<file path="src/spe_pkg.sv">
// spe_pkg: shared constants and carriers for the port error reporting block
package spe_pkg;

   // =========================================================
   // register map (byte offsets, byte address = offset)
   localparam logic [7:0] ADDR_STATUS  = 8'h00;
   localparam logic [7:0] ADDR_ENABLE  = 8'h04;
   localparam logic [7:0] ADDR_LINKERR = 8'h08;
   localparam logic [7:0] ADDR_CONTROL = 8'h0C;
   localparam logic [7:0] ADDR_ISSUED  = 8'h10;
   localparam logic [7:0] ADDR_QUEUED  = 8'h14;
   localparam logic [7:0] ADDR_STATE   = 8'h18;

   // =========================================================
   // status / enable bit positions
   localparam int ST_HBF = 0;
   localparam int ST_HBD = 1;
   localparam int ST_IFF = 2;
   localparam int ST_INF = 3;
   localparam int STATUS_W = 4;

   // link error register bit positions
   localparam int LE_PROTO = 0;
   localparam int LE_DISP  = 1;
   localparam int LE_CRC   = 2;
   localparam int LE_HSHK  = 3;
   localparam int LINKERR_W = 4;

   // control register bit positions
   localparam int CT_RUN  = 0;
   localparam int CT_GIE  = 1;

   // =========================================================
   // frame limits
   localparam logic [13:0] UNKNOWN_MAX_BYTES = 14'h0040;
   localparam logic [13:0] DATA_MAX_BYTES    = 14'h2000;

   // =========================================================
   // link events from the transport/link layer, one-cycle pulses
   typedef struct packed {
      logic        rx_frame_end;   // received frame finished
      logic        rx_is_data;     // received frame is a data frame
      logic        rx_known;       // supported frame type
      logic        rx_len_ok;      // length legal for the type
      logic [13:0] rx_len;         // byte length
      logic        rx_crc_bad;     // computed crc differs
      logic        rx_disp_d;      // disparity/illegal data character
      logic        rx_disp_k;      // disparity/illegal K28.3
      logic        rx_overflow;    // late hold acknowledge
      logic        rx_in_frame;    // a frame is in progress
      logic        rx_d2h_reg;     // device-to-host register frame
      logic        rx_clears_all;  // busy, data request, error all clear
      logic        rx_upd_bsy_drq; // frame would update busy and drq
      logic        rx_dma_activate;// dma activate frame
      logic [4:0]  rx_slot;        // slot the frame refers to
      logic        tx_done_ok;     // transmitted frame got r_ok
      logic        tx_done_err;    // transmitted frame got r_err
      logic        tx_is_data;     // transmitted frame is data
   } spe_link_ev_t;

   // system memory events, one-cycle pulses
   typedef struct packed {
      logic abort;        // master/target abort
      logic data_err;     // data error
      logic on_fetch;     // during command frame/entry/list fetch
      logic on_payload;   // during payload or packet-command field
   } spe_mem_ev_t;

   typedef enum logic [1:0] {
      RSP_NONE,
      RSP_OK,
      RSP_ERR
   } spe_resp_t;

endpackage : spe_pkg

</file>
<file path="src/spe_port_err.sv">
// spe_port_err: per-port error detection, classification and reporting
`timescale 1ns/1ps
// Behaviour
// [RULE1] errors recorded per port only, none global
// [RULE2] abort then set fatal flag, interrupt gated
// [RULE3] fetch data error stops command processing
// [RULE4] data error sets data flag, interrupt gated
// [RULE5] continuing after payload error poisons crc
// [RULE6] proto, crc, handshake, phy drop set flag
// [RULE7] data frame fatal, non-data non-fatal retried
// [RULE8] accept incoming frames before retrying failed one
// [RULE9] retry non-data until success or stop
// [RULE10] K28.3 disparity resets decoder, no bits
// [RULE11] data char disparity: r_err, disparity bit
// [RULE12] phy drop returns idle, outside frame silent
// [RULE13] bad crc: r_err, idle, crc bit
// [RULE14] illegal length: r_err, no post, protocol
// [RULE15] buffer overflow: r_err, protocol bit
// [RULE16] far end r_err sets handshake bit
// [RULE17] stale busy update answered ok, ignored
// [RULE18] non-data frame posted only once valid
// [RULE19] interleaved frames from other ports handled
// [RULE20] clearing register frame clears issued slot
// [RULE21] next slot issued after completion per port
// [RULE22] each dma activate sends one data frame; code sends none for a bad activate, with tx_more_data_i low or when stopped
// [RULE23] interrupt is flag and enable and global
module spe_port_err #(
   parameter int SLOTS = 32
) (
   input  wire logic                 sys_clk_i,
   input  wire logic                 srst_i,
   input  wire logic [7:0]           reg_addr_i,
   input  wire logic [31:0]          reg_wdata_i,
   input  wire logic                 reg_wr_i,
   input  wire logic                 reg_rd_i,
   output logic      [31:0]          reg_rdata_o,
   input  wire logic                 phy_link_up_i,
   input  spe_pkg::spe_link_ev_t     link_ev_i,
   input  spe_pkg::spe_mem_ev_t      mem_ev_i,
   input  wire logic                 tx_more_data_i,
   output spe_pkg::spe_resp_t        rx_resp_o,
   output logic                      rx_post_o,
   output logic                      decoder_disp_reset_o,
   output logic                      tx_crc_poison_o,
   output logic                      tx_retry_o,
   output logic                      tx_data_frame_o,
   output logic                      cmd_stopped_o,
   output logic                      port_idle_o,
   output logic      [4:0]           done_slot_o,
   output logic                      done_valid_o,
   output logic                      irq_o
);

   // =========================================================
   // phy ready synchroniser
   logic phy_meta;
   logic phy_sync;
   logic phy_prev;
   always_ff @(posedge sys_clk_i) begin
      if (srst_i) begin
         phy_meta <= 1'b0;
         phy_sync <= 1'b0;
         phy_prev <= 1'b0;
      end else begin
         phy_meta <= phy_link_up_i;
         phy_sync <= phy_meta;
         phy_prev <= phy_sync;
      end
   end
   logic phy_drop;
   assign phy_drop = phy_prev & ~phy_sync;

   // =========================================================
   // software registers
   logic [spe_pkg::STATUS_W-1:0]  status;
   logic [spe_pkg::STATUS_W-1:0]  int_enable;
   logic [spe_pkg::LINKERR_W-1:0] link_error_register;
   logic                          port_run_bit;
   logic                          global_interrupt_enable;
   logic [SLOTS-1:0]              issued_command_bits;
   logic [SLOTS-1:0]              queued_active_bits;
   logic                          taskfile_busy;
   logic                          taskfile_data_request;

   function automatic logic hit(input logic [7:0] a, input logic [7:0] off);
      return a == off;
   endfunction

   // =========================================================
   // receive classification
   logic rx_end;
   logic rx_stale;
   logic rx_len_bad;
   logic rx_bad;
   logic in_frame;
   assign rx_end     = link_ev_i.rx_frame_end;
   assign in_frame   = link_ev_i.rx_in_frame;
   // stale busy/drq update is valid when enumerating behind a multiplier
   assign rx_stale   = link_ev_i.rx_upd_bsy_drq & ~taskfile_busy & ~taskfile_data_request; // RULE17
   assign rx_len_bad = link_ev_i.rx_known ? ~link_ev_i.rx_len_ok
                                          : (link_ev_i.rx_len > spe_pkg::UNKNOWN_MAX_BYTES); // RULE14
   logic disp_seen;
   always_ff @(posedge sys_clk_i) begin
      if (srst_i) begin
         disp_seen <= 1'b0;
      end else if (rx_end | phy_drop) begin
         disp_seen <= 1'b0;
      end else if (link_ev_i.rx_disp_d & in_frame) begin
         disp_seen <= 1'b1; // RULE11
      end
   end
   logic ovf_seen;
   always_ff @(posedge sys_clk_i) begin
      if (srst_i) begin
         ovf_seen <= 1'b0;
      end else if (rx_end | phy_drop) begin
         ovf_seen <= 1'b0;
      end else if (link_ev_i.rx_overflow) begin
         ovf_seen <= 1'b1; // RULE15
      end
   end
   // an event in the frame-end cycle counts too, the end clears the latches
   logic disp_any;
   logic ovf_any;
   assign disp_any = disp_seen | (link_ev_i.rx_disp_d & in_frame); // RULE11
   assign ovf_any  = ovf_seen | link_ev_i.rx_overflow;             // RULE15
   assign rx_bad = link_ev_i.rx_crc_bad | rx_len_bad | disp_any | ovf_any;

   // response and posting at frame end
   always_ff @(posedge sys_clk_i) begin
      if (srst_i) begin
         rx_resp_o <= spe_pkg::RSP_NONE;
         rx_post_o <= 1'b0;
      end else begin
         rx_resp_o <= spe_pkg::RSP_NONE;
         rx_post_o <= 1'b0;
         if (rx_end) begin
            if (rx_bad & ~rx_stale) begin
               rx_resp_o <= spe_pkg::RSP_ERR; // RULE13 RULE14 RULE15 RULE11
            end else begin
               rx_resp_o <= spe_pkg::RSP_OK;
               // data frames already went to memory; others post only now
               rx_post_o <= ~rx_stale & ~link_ev_i.rx_is_data; // RULE18 RULE17
            end
         end
      end
   end

   assign decoder_disp_reset_o = link_ev_i.rx_disp_k; // RULE10

   // =========================================================
   // link error register, set wins over write-one-to-clear
   logic [spe_pkg::LINKERR_W-1:0] le_set;
   always_comb begin
      le_set = '0;
      if (rx_end & ~rx_stale) begin
         le_set[spe_pkg::LE_CRC]   = link_ev_i.rx_crc_bad;   // RULE13
         le_set[spe_pkg::LE_PROTO] = rx_len_bad | ovf_any;   // RULE14 RULE15
         le_set[spe_pkg::LE_DISP]  = disp_any;               // RULE11
      end
      le_set[spe_pkg::LE_HSHK] = link_ev_i.tx_done_err;     // RULE16
   end
   always_ff @(posedge sys_clk_i) begin
      if (srst_i) begin
         link_error_register <= '0;
      end else begin
         link_error_register <= (link_error_register
            & ~((reg_wr_i && hit(reg_addr_i, spe_pkg::ADDR_LINKERR))
                ? reg_wdata_i[spe_pkg::LINKERR_W-1:0] : '0)) | le_set;
      end
   end

   // =========================================================
   // interface error classification
   logic if_err;
   logic if_data;
   logic phy_in_frame;
   assign phy_in_frame = phy_drop & in_frame;            // RULE12
   assign if_err  = le_set[spe_pkg::LE_CRC] | le_set[spe_pkg::LE_PROTO]
                  | le_set[spe_pkg::LE_HSHK] | phy_in_frame; // RULE6
   assign if_data = link_ev_i.tx_done_err ? link_ev_i.tx_is_data : link_ev_i.rx_is_data;

   // =========================================================
   // retry and stop control
   logic retry_pend;
   logic data_halt;
   always_ff @(posedge sys_clk_i) begin
      if (srst_i | ~port_run_bit) begin
         retry_pend <= 1'b0;
         data_halt  <= 1'b0;
      end else begin
         if (link_ev_i.tx_done_err & ~link_ev_i.tx_is_data) begin
            retry_pend <= 1'b1; // RULE7 RULE9
         end else if (link_ev_i.tx_done_ok) begin
            retry_pend <= 1'b0;
         end
         if (if_err & if_data) begin
            data_halt <= 1'b1;  // RULE7 RULE9
         end
      end
   end
   // incoming frames take the link first, retry only when quiet
   assign tx_retry_o = retry_pend & ~in_frame & ~rx_end & ~data_halt; // RULE8 RULE19

   logic fetch_stop;
   logic poison;
   always_ff @(posedge sys_clk_i) begin
      if (srst_i | ~port_run_bit) begin
         fetch_stop <= 1'b0;
         poison     <= 1'b0;
      end else begin
         if (mem_ev_i.abort | (mem_ev_i.data_err & mem_ev_i.on_fetch)) begin
            fetch_stop <= 1'b1; // RULE3 RULE2
         end
         if (mem_ev_i.data_err & mem_ev_i.on_payload) begin
            poison <= 1'b1;     // RULE5
         end
      end
   end
   assign tx_crc_poison_o = poison;                      // RULE5
   assign cmd_stopped_o   = fetch_stop | data_halt | ~port_run_bit;

   logic idle;
   always_ff @(posedge sys_clk_i) begin
      if (srst_i) begin
         idle <= 1'b1;
      end else if (phy_drop | (rx_end & rx_bad)) begin
         idle <= 1'b1; // RULE12 RULE13 RULE14
      end else if (in_frame) begin
         idle <= 1'b0;
      end
   end
   assign port_idle_o = idle;

   // one data frame per dma activate while count remains
   always_ff @(posedge sys_clk_i) begin
      if (srst_i) begin
         tx_data_frame_o <= 1'b0;
      end else begin
         tx_data_frame_o <= link_ev_i.rx_dma_activate & rx_end & ~rx_bad
                            & tx_more_data_i & ~cmd_stopped_o; // RULE22
      end
   end

   // =========================================================
   // port status flags, set wins over write-one-to-clear
   logic [spe_pkg::STATUS_W-1:0] st_set;
   always_comb begin
      st_set = '0;
      st_set[spe_pkg::ST_HBF] = mem_ev_i.abort;              // RULE2
      st_set[spe_pkg::ST_HBD] = mem_ev_i.data_err;           // RULE4
      st_set[spe_pkg::ST_IFF] = if_err & if_data;            // RULE7
      st_set[spe_pkg::ST_INF] = if_err & ~if_data;           // RULE7
   end
   always_ff @(posedge sys_clk_i) begin
      if (srst_i) begin
         status <= '0;
      end else begin
         status <= (status & ~((reg_wr_i && hit(reg_addr_i, spe_pkg::ADDR_STATUS))
                    ? reg_wdata_i[spe_pkg::STATUS_W-1:0] : '0)) | st_set; // RULE1
      end
   end
   assign irq_o = |(status & int_enable) & global_interrupt_enable; // RULE23 RULE2 RULE4 RULE6

   // =========================================================
   // taskfile shadow and slot bookkeeping
   logic rx_good_d2h;
   assign rx_good_d2h = rx_end & ~rx_bad & ~rx_stale & link_ev_i.rx_d2h_reg;
   always_ff @(posedge sys_clk_i) begin
      if (srst_i) begin
         taskfile_busy         <= 1'b0;
         taskfile_data_request <= 1'b0;
      end else if (rx_good_d2h) begin
         taskfile_busy         <= ~link_ev_i.rx_clears_all; // RULE18
         taskfile_data_request <= ~link_ev_i.rx_clears_all;
      end else if (reg_wr_i && hit(reg_addr_i, spe_pkg::ADDR_ISSUED) && |reg_wdata_i) begin
         taskfile_busy         <= 1'b1;
      end
   end

   logic [SLOTS-1:0] slot_done;
   assign slot_done = (rx_good_d2h & link_ev_i.rx_clears_all)
                      ? (SLOTS'(1) << link_ev_i.rx_slot) : '0; // RULE20
   always_ff @(posedge sys_clk_i) begin
      if (srst_i | ~port_run_bit) begin
         issued_command_bits <= '0;
         queued_active_bits  <= '0;
      end else begin
         issued_command_bits <= (issued_command_bits & ~slot_done)
            | ((reg_wr_i && hit(reg_addr_i, spe_pkg::ADDR_ISSUED)) ? reg_wdata_i[SLOTS-1:0] : '0);
         queued_active_bits  <= queued_active_bits
            | ((reg_wr_i && hit(reg_addr_i, spe_pkg::ADDR_QUEUED)) ? reg_wdata_i[SLOTS-1:0] : '0);
      end
   end
   // completion tells the scheduler that multiplier port may take its next slot
   always_ff @(posedge sys_clk_i) begin
      if (srst_i) begin
         done_valid_o <= 1'b0;
         done_slot_o  <= '0;
      end else begin
         done_valid_o <= |slot_done;          // RULE21
         done_slot_o  <= link_ev_i.rx_slot;
      end
   end

   // =========================================================
   // control and enable registers
   always_ff @(posedge sys_clk_i) begin
      if (srst_i) begin
         int_enable              <= '0;
         port_run_bit            <= 1'b0;
         global_interrupt_enable <= 1'b0;
      end else if (reg_wr_i) begin
         if (hit(reg_addr_i, spe_pkg::ADDR_ENABLE)) begin
            int_enable <= reg_wdata_i[spe_pkg::STATUS_W-1:0];
         end
         if (hit(reg_addr_i, spe_pkg::ADDR_CONTROL)) begin
            port_run_bit            <= reg_wdata_i[spe_pkg::CT_RUN];
            global_interrupt_enable <= reg_wdata_i[spe_pkg::CT_GIE];
         end
      end
   end

   // =========================================================
   // read port, data in the cycle after the strobe
   always_ff @(posedge sys_clk_i) begin
      if (srst_i) begin
         reg_rdata_o <= '0;
      end else if (reg_rd_i) begin
         unique case (reg_addr_i)
            spe_pkg::ADDR_STATUS:  reg_rdata_o <= 32'(status);
            spe_pkg::ADDR_ENABLE:  reg_rdata_o <= 32'(int_enable);
            spe_pkg::ADDR_LINKERR: reg_rdata_o <= 32'(link_error_register);
            spe_pkg::ADDR_CONTROL: reg_rdata_o <= 32'({global_interrupt_enable, port_run_bit});
            spe_pkg::ADDR_ISSUED:  reg_rdata_o <= 32'(issued_command_bits);
            spe_pkg::ADDR_QUEUED:  reg_rdata_o <= 32'(queued_active_bits);
            spe_pkg::ADDR_STATE:   reg_rdata_o <= 32'({taskfile_data_request, taskfile_busy,
                                                       poison, data_halt, fetch_stop, retry_pend, idle});
            default:               reg_rdata_o <= '0;
         endcase
      end else begin
         reg_rdata_o <= '0;
      end
   end
endmodule // spe_port_err

</file>
<file path="config.mk">
export PLATFORM = sky130hd
export DESIGN_NAME = spe_port_err
export DESIGN_NICKNAME = d
export VERILOG_FILES = /design/src/spe_pkg.sv /design/src/spe_port_err.sv
export SDC_FILE = /design/constraint.sdc
export NUM_CORES = 1
export LEC_CHECK = 0
export CAP_MARGIN = 15
export CORE_ASPECT_RATIO = 0.5
export CORE_MARGIN = 1.5
export CORE_UTILIZATION = 58
export CTS_BUF_LIST = sky130_fd_sc_hd__clkbuf_8
export DETAILED_ROUTE_END_ITERATION = 10
export DONT_BUFFER_PORTS = 1
export PLACE_DENSITY = 0.78
export SYNTH_ARGS = -nofsm -noshare
export SYNTH_HDL_FRONTEND = slang
export SYNTH_SLANG_ARGS = --single-unit
export TNS_END_PERCENT = 30
</file>
<file path="constraint.sdc">
create_clock -name sys_clk_i -period 5.5 [get_ports sys_clk_i]
set_clock_uncertainty 0.05 [all_clocks]
set_input_delay 0.825 -clock sys_clk_i [delete_from_list [all_inputs] [get_ports sys_clk_i]]
set_output_delay 0.825 -clock sys_clk_i [all_outputs]
set_load 0.05 [all_outputs]
</file>
* Yosys cells after proc, flatten, opt, wreduce, memory -nomap -nowiden
Cells that the tools add are included.
** Word-level totals
- Register bits :: 132
- Logic and storage cells :: 133
** Cells by class
- Shift-type cells :: 1
- Equality and inequality tests :: 6
- Muxes and demuxes :: 14
- Bitwise operators :: 68
- Magnitude comparators :: 1
- Reductions and logical operators :: 18
** Operators by type and width (count)
- case mux 32 bit (7 select lines) :: 1
- two-way mux 32 bit :: 3
- OR 32 bit :: 2
- OR reduction 32 bit :: 2
- bitwise AND 32 bit :: 1
- NOT 32 bit :: 1
- << shifter 1 x 5 -> 32 bit (first input constant) :: 1
- bitwise AND 1 bit :: 26
- == test 8 x 5 -> 1 bit (second input constant) :: 3
- == test 8 x 4 -> 1 bit (second input constant) :: 2
- NOT 1 bit :: 16
- OR 1 bit :: 15
- > comparator 14 x 7 -> 1 bit (second input constant) :: 1
- bitwise AND 4 bit :: 3
- == test 8 x 3 -> 1 bit (second input constant) :: 1
- zero test 8 bit :: 1
- two-way mux 4 bit :: 2
- NOT 4 bit :: 2
- OR 4 bit :: 2
- OR reduction 2 bit :: 4
- two-way mux 1 bit :: 6
- logical AND 1 bit :: 5
- AND reduction 2 bit :: 2
- nonzero test 2 bit :: 2
- 4 further kinds :: 4

* Depth between registers and ports, before layout
Gate-level depths: netlist (run 1).
- Depth in word-level cells :: 14
- Depth in mapped cells :: 9

* Least setup slack after synthesis (run 1)
OpenSTA, ideal clock, no wires.
- Kind :: input-to-output
- Start :: input port link_ev_i[12] in the netlist's numbering
- End :: output port tx_retry_o
- Data arrival time :: 2.482 ns
- Required time :: 4.625 ns
- Buffers on the path :: 0
- Path slack :: 2.143 ns
- Stages on the path :: 1
- Cell sequence :: nor4b_1
** Between the ends
- Word-level cells in the longest chain between the ends :: 4
** Ends and longest elaborated chain
- start, declared :: RTL line spe_port_err.sv:38 : input spe_pkg::spe_link_ev_t link_ev_i,
- NOT 1 bit :: RTL line spe_port_err.sv:203 : assign tx_retry_o = retry_pend & ~in_frame & ~rx_end & ~data_halt;
- bitwise AND 1 bit (3 in a row) :: RTL line spe_port_err.sv:203
- end, declared :: RTL line spe_port_err.sv:45 : output logic tx_retry_o,
Every way passes these cells.

* Final worst setup path (run 1)
- Start :: register int_enable[1] in the netlist's numbering
- End :: output port irq_o
** Between the ends
- Word-level cells in the longest chain between the ends :: 3
** Ends and longest elaborated chain
- start, declared :: RTL line spe_port_err.sv:76 : logic [spe_pkg::STATUS_W-1:0] int_enable;
- start signal, assigned :: RTL line spe_port_err.sv:315 : int_enable <= reg_wdata_i[spe_pkg::STATUS_W-1:0];
- bitwise AND 4 bit :: RTL line spe_port_err.sv:263 : assign irq_o = |(status & int_enable) & global_interrupt_enable;
- OR reduction 4 bit :: RTL line spe_port_err.sv:263
- bitwise AND 1 bit :: RTL line spe_port_err.sv:263
- end, declared :: RTL line spe_port_err.sv:51 : output logic irq_o
Every way passes these cells.

==> results of run 1 <==
## synth_stat cells (3+ instances only)
| master | n | share of area, % |
|---|---|---|
| a21oi_1 | 79 | 7.7 |
| a221oi_1 | 3 | 0.51 |
| a222oi_1 | 3 | 0.59 |
| a22oi_1 | 30 | 4.4 |
| and3_1 | 3 | 0.37 |
| buf_2 | 11 | 1.1 |
| clkbuf_1 | 24 | 1.8 |
| dfxtp_1 | 132 | 52 |
| inv_1 | 7 | 0.51 |
| mux2i_1 | 5 | 0.98 |
| nand2_1 | 63 | 4.6 |
| nand2b_1 | 5 | 0.61 |
| nand3_1 | 10 | 0.98 |
| nand3b_1 | 3 | 0.44 |
| nand4_1 | 11 | 1.3 |
| nor2_1 | 74 | 5.4 |
| nor2b_1 | 12 | 1.5 |
| nor3_1 | 4 | 0.39 |
| nor4_1 | 21 | 2.6 |
| o21a_1 | 4 | 0.59 |
| o21ai_0 | 35 | 3.4 |
| or3b_2 | 3 | 0.51 |
## per-layer routing
| metal | track usage, % | wire, um | vias to the layer above |
|---|---|---|---|
| li1 | - | - | 2060 |
| met1 | 40.62 | 5836 | 2077 |
| met2 | 42.41 | 5901 | 210 |
| met3 | 7.822 | 1232 | 18 |
| met4 | 10.39 | 193 | 0 |
| met5 | 0 | 0 | - |
## kinds of logic after synthesis
kind of cell           Yosys count
and+or+nand+nor                226
muxes                            6
buffers and inverters           48
AOI/OAI and AO/OA              170
DFF                            132
## final cells by class
class / instances / area (um^2) / share of cell area (%)
Multi-Input combinational cell: 402 / 2257 / 40.36
Inverter: 7 / 26.28 / 0.4698
Clock inverter: 12 / 151.4 / 2.707
Tap cell: 112 / 140.1 / 2.506
Sequential cell: 132 / 2643 / 47.25
Timing Repair Buffer: 8 / 100.1 / 1.790
Clock buffer: 20 / 275.3 / 4.922
## through the flow
stage | hold WS (ns) | worst slack (ns) | total power, mW | cells
floorplan | 0.3638 | 2.143 | 1.048 | 582
global placement | 0.3710 | 2.585 | 1.048 | 659
detailed placement | 0.3890 | 2.533 | 1.049 | 659
CTS | 0.3839 | 2.857 | 1.907 | 691
global route | 0.3780 | 2.803 | 1.966 | 693
finish | 0.3962 | 2.859 | 1.902 | 693
## worst min path at each step
stage              from             to  slack [ns]  cells past startpoint
3_3_place_gp   phy_meta       phy_sync        0.37                      1
3_5_place_dp   phy_meta       phy_sync        0.39                      1
5_1_grt          srst_i  int_enable[3]        0.38                      1
6_report       phy_meta       phy_sync        0.40                      1
4_1_cts          srst_i  int_enable[2]        0.38                      1
2_1_floorplan  phy_meta       phy_sync        0.36                      1
## power breakdown
part	internal [mW]	total, mW	switching, mW
clock network	0.486	0.874	0.388
logic	0.0206	0.0475	0.0268
registers	0.964	0.981	0.0164
## sequential cells by signal (all words and copies together) (netlist names), 2 cells and up
| name | flops |
|---|---|
| rx_resp_o | 2 |
| int_enable | 4 |
| status | 4 |
| done_slot_o | 5 |
| reg_rdata_o | 32 |
| link_error_register | 4 |
| queued_active_bits | 32 |
| issued_command_bits | 32 |
==> metrics.txt, run 1 <==
num rows=23; leading cell types in the layout, fill and taps excluded=dfxtp_1 (132), a21oi_1 (79), nor2_1 (74); Synth-to-Final Area Change=9.559%; clock insertion delay at the later pin of the skew report=0.44 ns; fraction of synthesized cell area in xor and xnor cells=0%; Synth Flop Type=dfxtp_1; number of buffers inserted by post-CTS setup repair=0; kind of critical path=flop to primary output; height of the die=approximately 70 um; core footprint=roughly 0.0083 mm^2; number of buffers on the longest clock path=2; number of global-route vias before repair=3954; post-layout util=67.72%; cell area after placement=0.005111 mm^2; sequential fraction of the synthesis area=51.76%; number of synthesized register bits=132; async set-or-reset flop fraction in the synthesized netlist=0%; pwr dens=340.0 mW/mm^2; DRC marker count from the first detailed-route iteration=about 380; fin crit period=~2.6 ns; Synth Area in Compound Gates=20.64%; net count after synthesis=667; Post-CTS Hold Fix Bufs=0; Slew Limit Headroom=28.11%; total detailed-routing wirelength=13160 um; Inserted Clock Buffers=17; top cell family by delay on the critical path=compound AO/OA/AOI/OAI gates; Critical Path End Type=primary output; Starting Density=61.81%; first-pass GRT wire length=between 20000 and 25000 um; synthesized instance count=slightly below 600; Hold Violations, Final=0; remaining antenna violation count=0; via count=4365; number of cells on the critical path=2; path category of the worst min-delay check=flop to flop; largest family of logic cells by synthesized area=simple AND/OR/NAND/NOR gates; total negative slack for setup checks=0 ns; clock slew at the register clock pins of the worst setup and hold paths=roughly 0.070 ns; fraction of final layout cells with drive strength greater than 1=9.639%; leading cell type in the layout, fill and taps excluded=dfxtp_1; root cell of the clock tree=clkbuf_8; Leakage Power=1.743 nW; maximum fanout along the worst path=3; Residual DRC=0; Final Net Count=between 600 and 700; IO Port Bufs=0; router iterations before antenna repair=6; arrival time reported for the critical path endpoint=1.77 ns; Netlist Area Pre-Place=0.005105 mm^2; worst r2r path cells=5; total buffers and inverters traversed by the critical path=0; layout filler cell count=669; IO Count=133; H-tree levels=4; number of antenna violations at the first check in global routing=0; CP max stage delay=around 0.85 ns; simple-gate area share of the yosys netlist=22.21%; status=finished clean; Avg WL per Cell=19.00 um; unrepaired setup endpoints after global routing=false; list of cells traversed by the critical path=a22oi_1 > a21boi_1; Synth Area in Adders=0%; number of gates resized after cts=0; Die ar.=0.009408 mm^2; number of enable flip-flop cells after synthesis=0; weighted congestion at the end of routability-driven global placement=0.9198; aggregate global-route resource usage=28.89%; launch point of the critical path=int_enable[1]; number of warnings printed during yosys synthesis=0; Reg-to-Reg End=issued_command_bits[10]; Peak supply drop=0.0003140 V; Setup Viol. Count Final=0; number of vias per cell=between 6 and 7; share of the clock period used by the worst path after layout=48.02%; final max-slew violation count=0; die width=135.7 um; half-perimeter wire length after placement=8708 um; distinct cell type count of the synthesized netlist=55; Critical R2R Launch=disp_seen; clock tree from TritonCTS=done; Critical Path RT=4.62 ns; summed area of non-filler cells in the final layout=about 0.0056 mm^2; number of sinks on the clock net=132; transition time at the pin with the least slew margin=roughly 1.1 ns; share of synthesized area spent on multiplexers=1.201%; launching element type of the critical path=flop; number of diodes=0; critical-path cell with the highest stage delay=a21boi_1; Avg Synthesized Cell Area=slightly below 9 um^2; setup slack of the worst register-to-register path=3.61 ns; max-cap check violation count=0; worst setup path end=irq_o; Fmax=approximately 0.38 GHz; largest net degree at the start of global routing=43; total overflow reported by the global router=0
(Power assumes the default switching activity.)
==> inputs of run 2 (changes only) <==
- ABC_AREA: unset -> 1
- PLACE_DENSITY: 0.78 -> 0.8
- clock period: 5.5 -> 2.2 ns (I/O delays scaled with it)
==> run 2 against run 1 <==
  * First-iteration DRC count up 45%
  * Worst hold slack worse by 0.39 ns
  * Synthesized cell count up 24%
  * Design area up 13%
  * The flow now finishes with violations (design-rule violations)
  * Sequential cell count unchanged
  * Total power up 140%
  * Non-clock buffer count up 51
  * Clock power up 120%
  * Global-route usage up 2.4 points
  * Highest routed layer unchanged
  * Largest cell class unchanged
  * Final cell count up 29%
  * Count of clock-buffer cells in the layout down 1
  * Critical endpoint unchanged
==> metrics.txt, run 2 <==
sequential fraction of the synthesis area=48.62%; via count=5118; height of the die=71.45 um; Fmax=0.5296 GHz; share of the clock period used by the worst path after layout=between 80% and 90%; Final Net Count=848; Post-CTS Hold Fix Bufs=45; number of vias per cell=5.738; core footprint=0.008889 mm^2; async set-or-reset flop fraction in the synthesized netlist=0%; library cell with the largest summed area after synthesis=dfxtp_1; Critical Path RT=1.82 ns; number of warnings printed during yosys synthesis=0; worst-case hold slack=0.007430 ns; H-tree levels=4; weighted congestion at the end of routability-driven global placement=0.9161; DRC marker count from the first detailed-route iteration=557; Slew Limit Headroom=50.60%; CP max stage delay=0.48 ns; Avg Synthesized Cell Area=7.507 um^2; largest net degree at the start of global routing=65; IO Port Bufs=0; number of buffers on the longest clock path=2; Residual DRC=11; IO Count=133; synthesized instance count=724; half-perimeter wire length after placement=approximately 10000 um; Die ar.=about 0.01 mm^2; power share of the sequential group=53.3%; distinct cell type count of the synthesized netlist=37; number of diodes=0; leading cell types in the layout, fill and taps excluded=nand2_1 (165), dfxtp_1 (132), a21oi_1 (119); total overflow reported by the global router=0; number of enable flip-flop cells after synthesis=0; launching element type of the critical path=flop; share of the synthesized area in the top cell type=about half; number of synthesized register bits=132; most numerous cell in the Yosys netlist=nand2_1; max-cap check violation count=0; clock tree from TritonCTS=done; arrival time reported for the critical path endpoint=1.51 ns; Regs by FF count=issued_command_bits (32), queued_active_bits (32), reg_rdata_o (32); fin crit period=1.888 ns; Synth Flop Type=dfxtp_1; Leakage Power=between 2 and 2.5 nW; net count after synthesis=roughly 800; switching share of total power=23.00%; clock network fraction of total power=a little over two fifths; list of cells traversed by the critical path=inv_1 > o21ai_0 > o21a_1; number of global-route vias before repair=4678; Netlist Area Pre-Place=0.005435 mm^2; final max-slew violation count=0; post-layout instance count excluding filler cells=between 800 and 900; router iterations before antenna repair=9; root cell of the clock tree=clkbuf_8; number of buffers inserted by post-CTS setup repair=0; DP Cell Count=813; remaining antenna violation count=0; maximum fanout along the worst path=3; pwr dens=728.7 mW/mm^2; internal power of the cells=3.536 mW; unrepaired setup endpoints after global routing=false; critical-path cell with the highest stage delay=o21a_1; aggregate global-route resource usage=31.28%; status=complete, but fails checks; Synth-to-Final Area Change=15.95%; part of the total power dissipated in combinational logic=4.9%; kind of critical path=flop to primary output; layout filler cell count=744; first-pass GRT wire length=between 20000 and 25000 um; number of antenna violations at the first check in global routing=0; Avg WL per Cell=approximately 17 um; number of sinks on the clock net=132; number of gates resized after cts=0; clock insertion delay at the later pin of the skew report=0.44 ns; total detailed-routing wirelength=15000 um; total negative slack for setup checks=0 ns; fraction of final layout cells with drive strength greater than 1=~7.6%; transition time at the pin with the least slew margin=0.7385 ns; die width=139.9 um; Setup Viol. Count Final=0; Critical Path End Type=primary output; Peak supply drop=0.0004084 V; Hold Violations, Final=0; total power consumption of the routed design=approximately 4.6 mW; clock slew at the register clock pins of the worst setup and hold paths=0.07 ns; path category of the worst min-delay check=input pin to flop; cell types with the largest area share after synthesis=dfxtp_1 (49%), nand2_1 (11%), a21oi_1 (11%); leading cell type in the layout, fill and taps excluded=nand2_1; Starting Density=between 60% and 70%; num rows=24; violations in the final reports=design-rule violations; top post-synthesis cells by count=nand2_1 (166), dfxtp_1 (132), a21oi_1 (119); switching power summed over all nets=1.056 mW; Inserted Clock Buffers=17
run 2: critical path, delay by kind of cell, from the launching register on:
| family | cells | cell delay (ns) |
|---|---|---|
| flops | 1 | 0.38 |
| buf+inv | 1 | 0.05 |
| compound gates | 2 | 0.62 |
run 2: area by class of cell:
type | instances | area [um^2] | area share, %
Inverter | 52 | 195.2 | 3.097
Clock buffer | 19 | 261.5 | 4.149
Clock inverter | 12 | 101.3 | 1.608
Tap cell | 117 | 146.4 | 2.323
Sequential cell | 132 | 2643 | 41.93
Multi-Input combinational cell | 501 | 2355 | 37.36
Timing Repair Buffer | 59 | 600.6 | 9.529
run 2: power by group through the flow:
stage	combinational, mW	clock, mW	sequential (mW)
6_report	0.224	1.92	2.45
3_3_place_gp	0.131	0	2.50
5_1_grt	0.245	2.06	2.45
3_5_place_dp	0.133	0	2.50
2_1_floorplan	0.132	0	2.50
4_1_cts	0.215	1.93	2.45
run 2: kinds of logic (layout without fill, tap and decap cells):
| kind of cell | count (synthesis) | in the layout | share of synthesized area [%] |
|---|---|---|---|
| compound gates | 155 | 155 | 14.92 |
| simple gates | 346 | 346 | 28.25 |
| flops | 132 | 132 | 48.62 |
| buf+inv | 91 | 142 | 8.218 |
run 2: final timing paths:
path	from	to	slack, ns	cells after the start
worst max register to register	taskfile_data_request	issued_command_bits[24]	0.45	9
worst max-delay path	status[0]	irq_o	0.31	3
worst min-delay path	link_ev_i[15]	disp_seen	0.007	2
worst min register to register	phy_meta	phy_sync	0.36	2
run 2: per-layer routing:
| layer | vias to the layer above | global-route usage, % | part of all wire [%] |
|---|---|---|---|
| met4 | 0 | 10.76 | 2.1 |
| li1 | 2461 | - | - |
| met3 | 30 | 10.36 | 10 |
| met5 | - | 0 | 0 |
| met2 | 244 | 49.36 | 45 |
| met1 | 2383 | 40.90 | 43 |
run 2: through the flow:
step	util, %	instance area [um^2]	worst slack (ns)
after floorplan	-	5441	0.5222
after global placement	61.42	5459	0.4956
after detailed placement	61.42	5459	0.4548
after CTS	70.57	6272	0.3152
after global routing	70.90	6302	0.2209
final	70.90	6302	0.3119
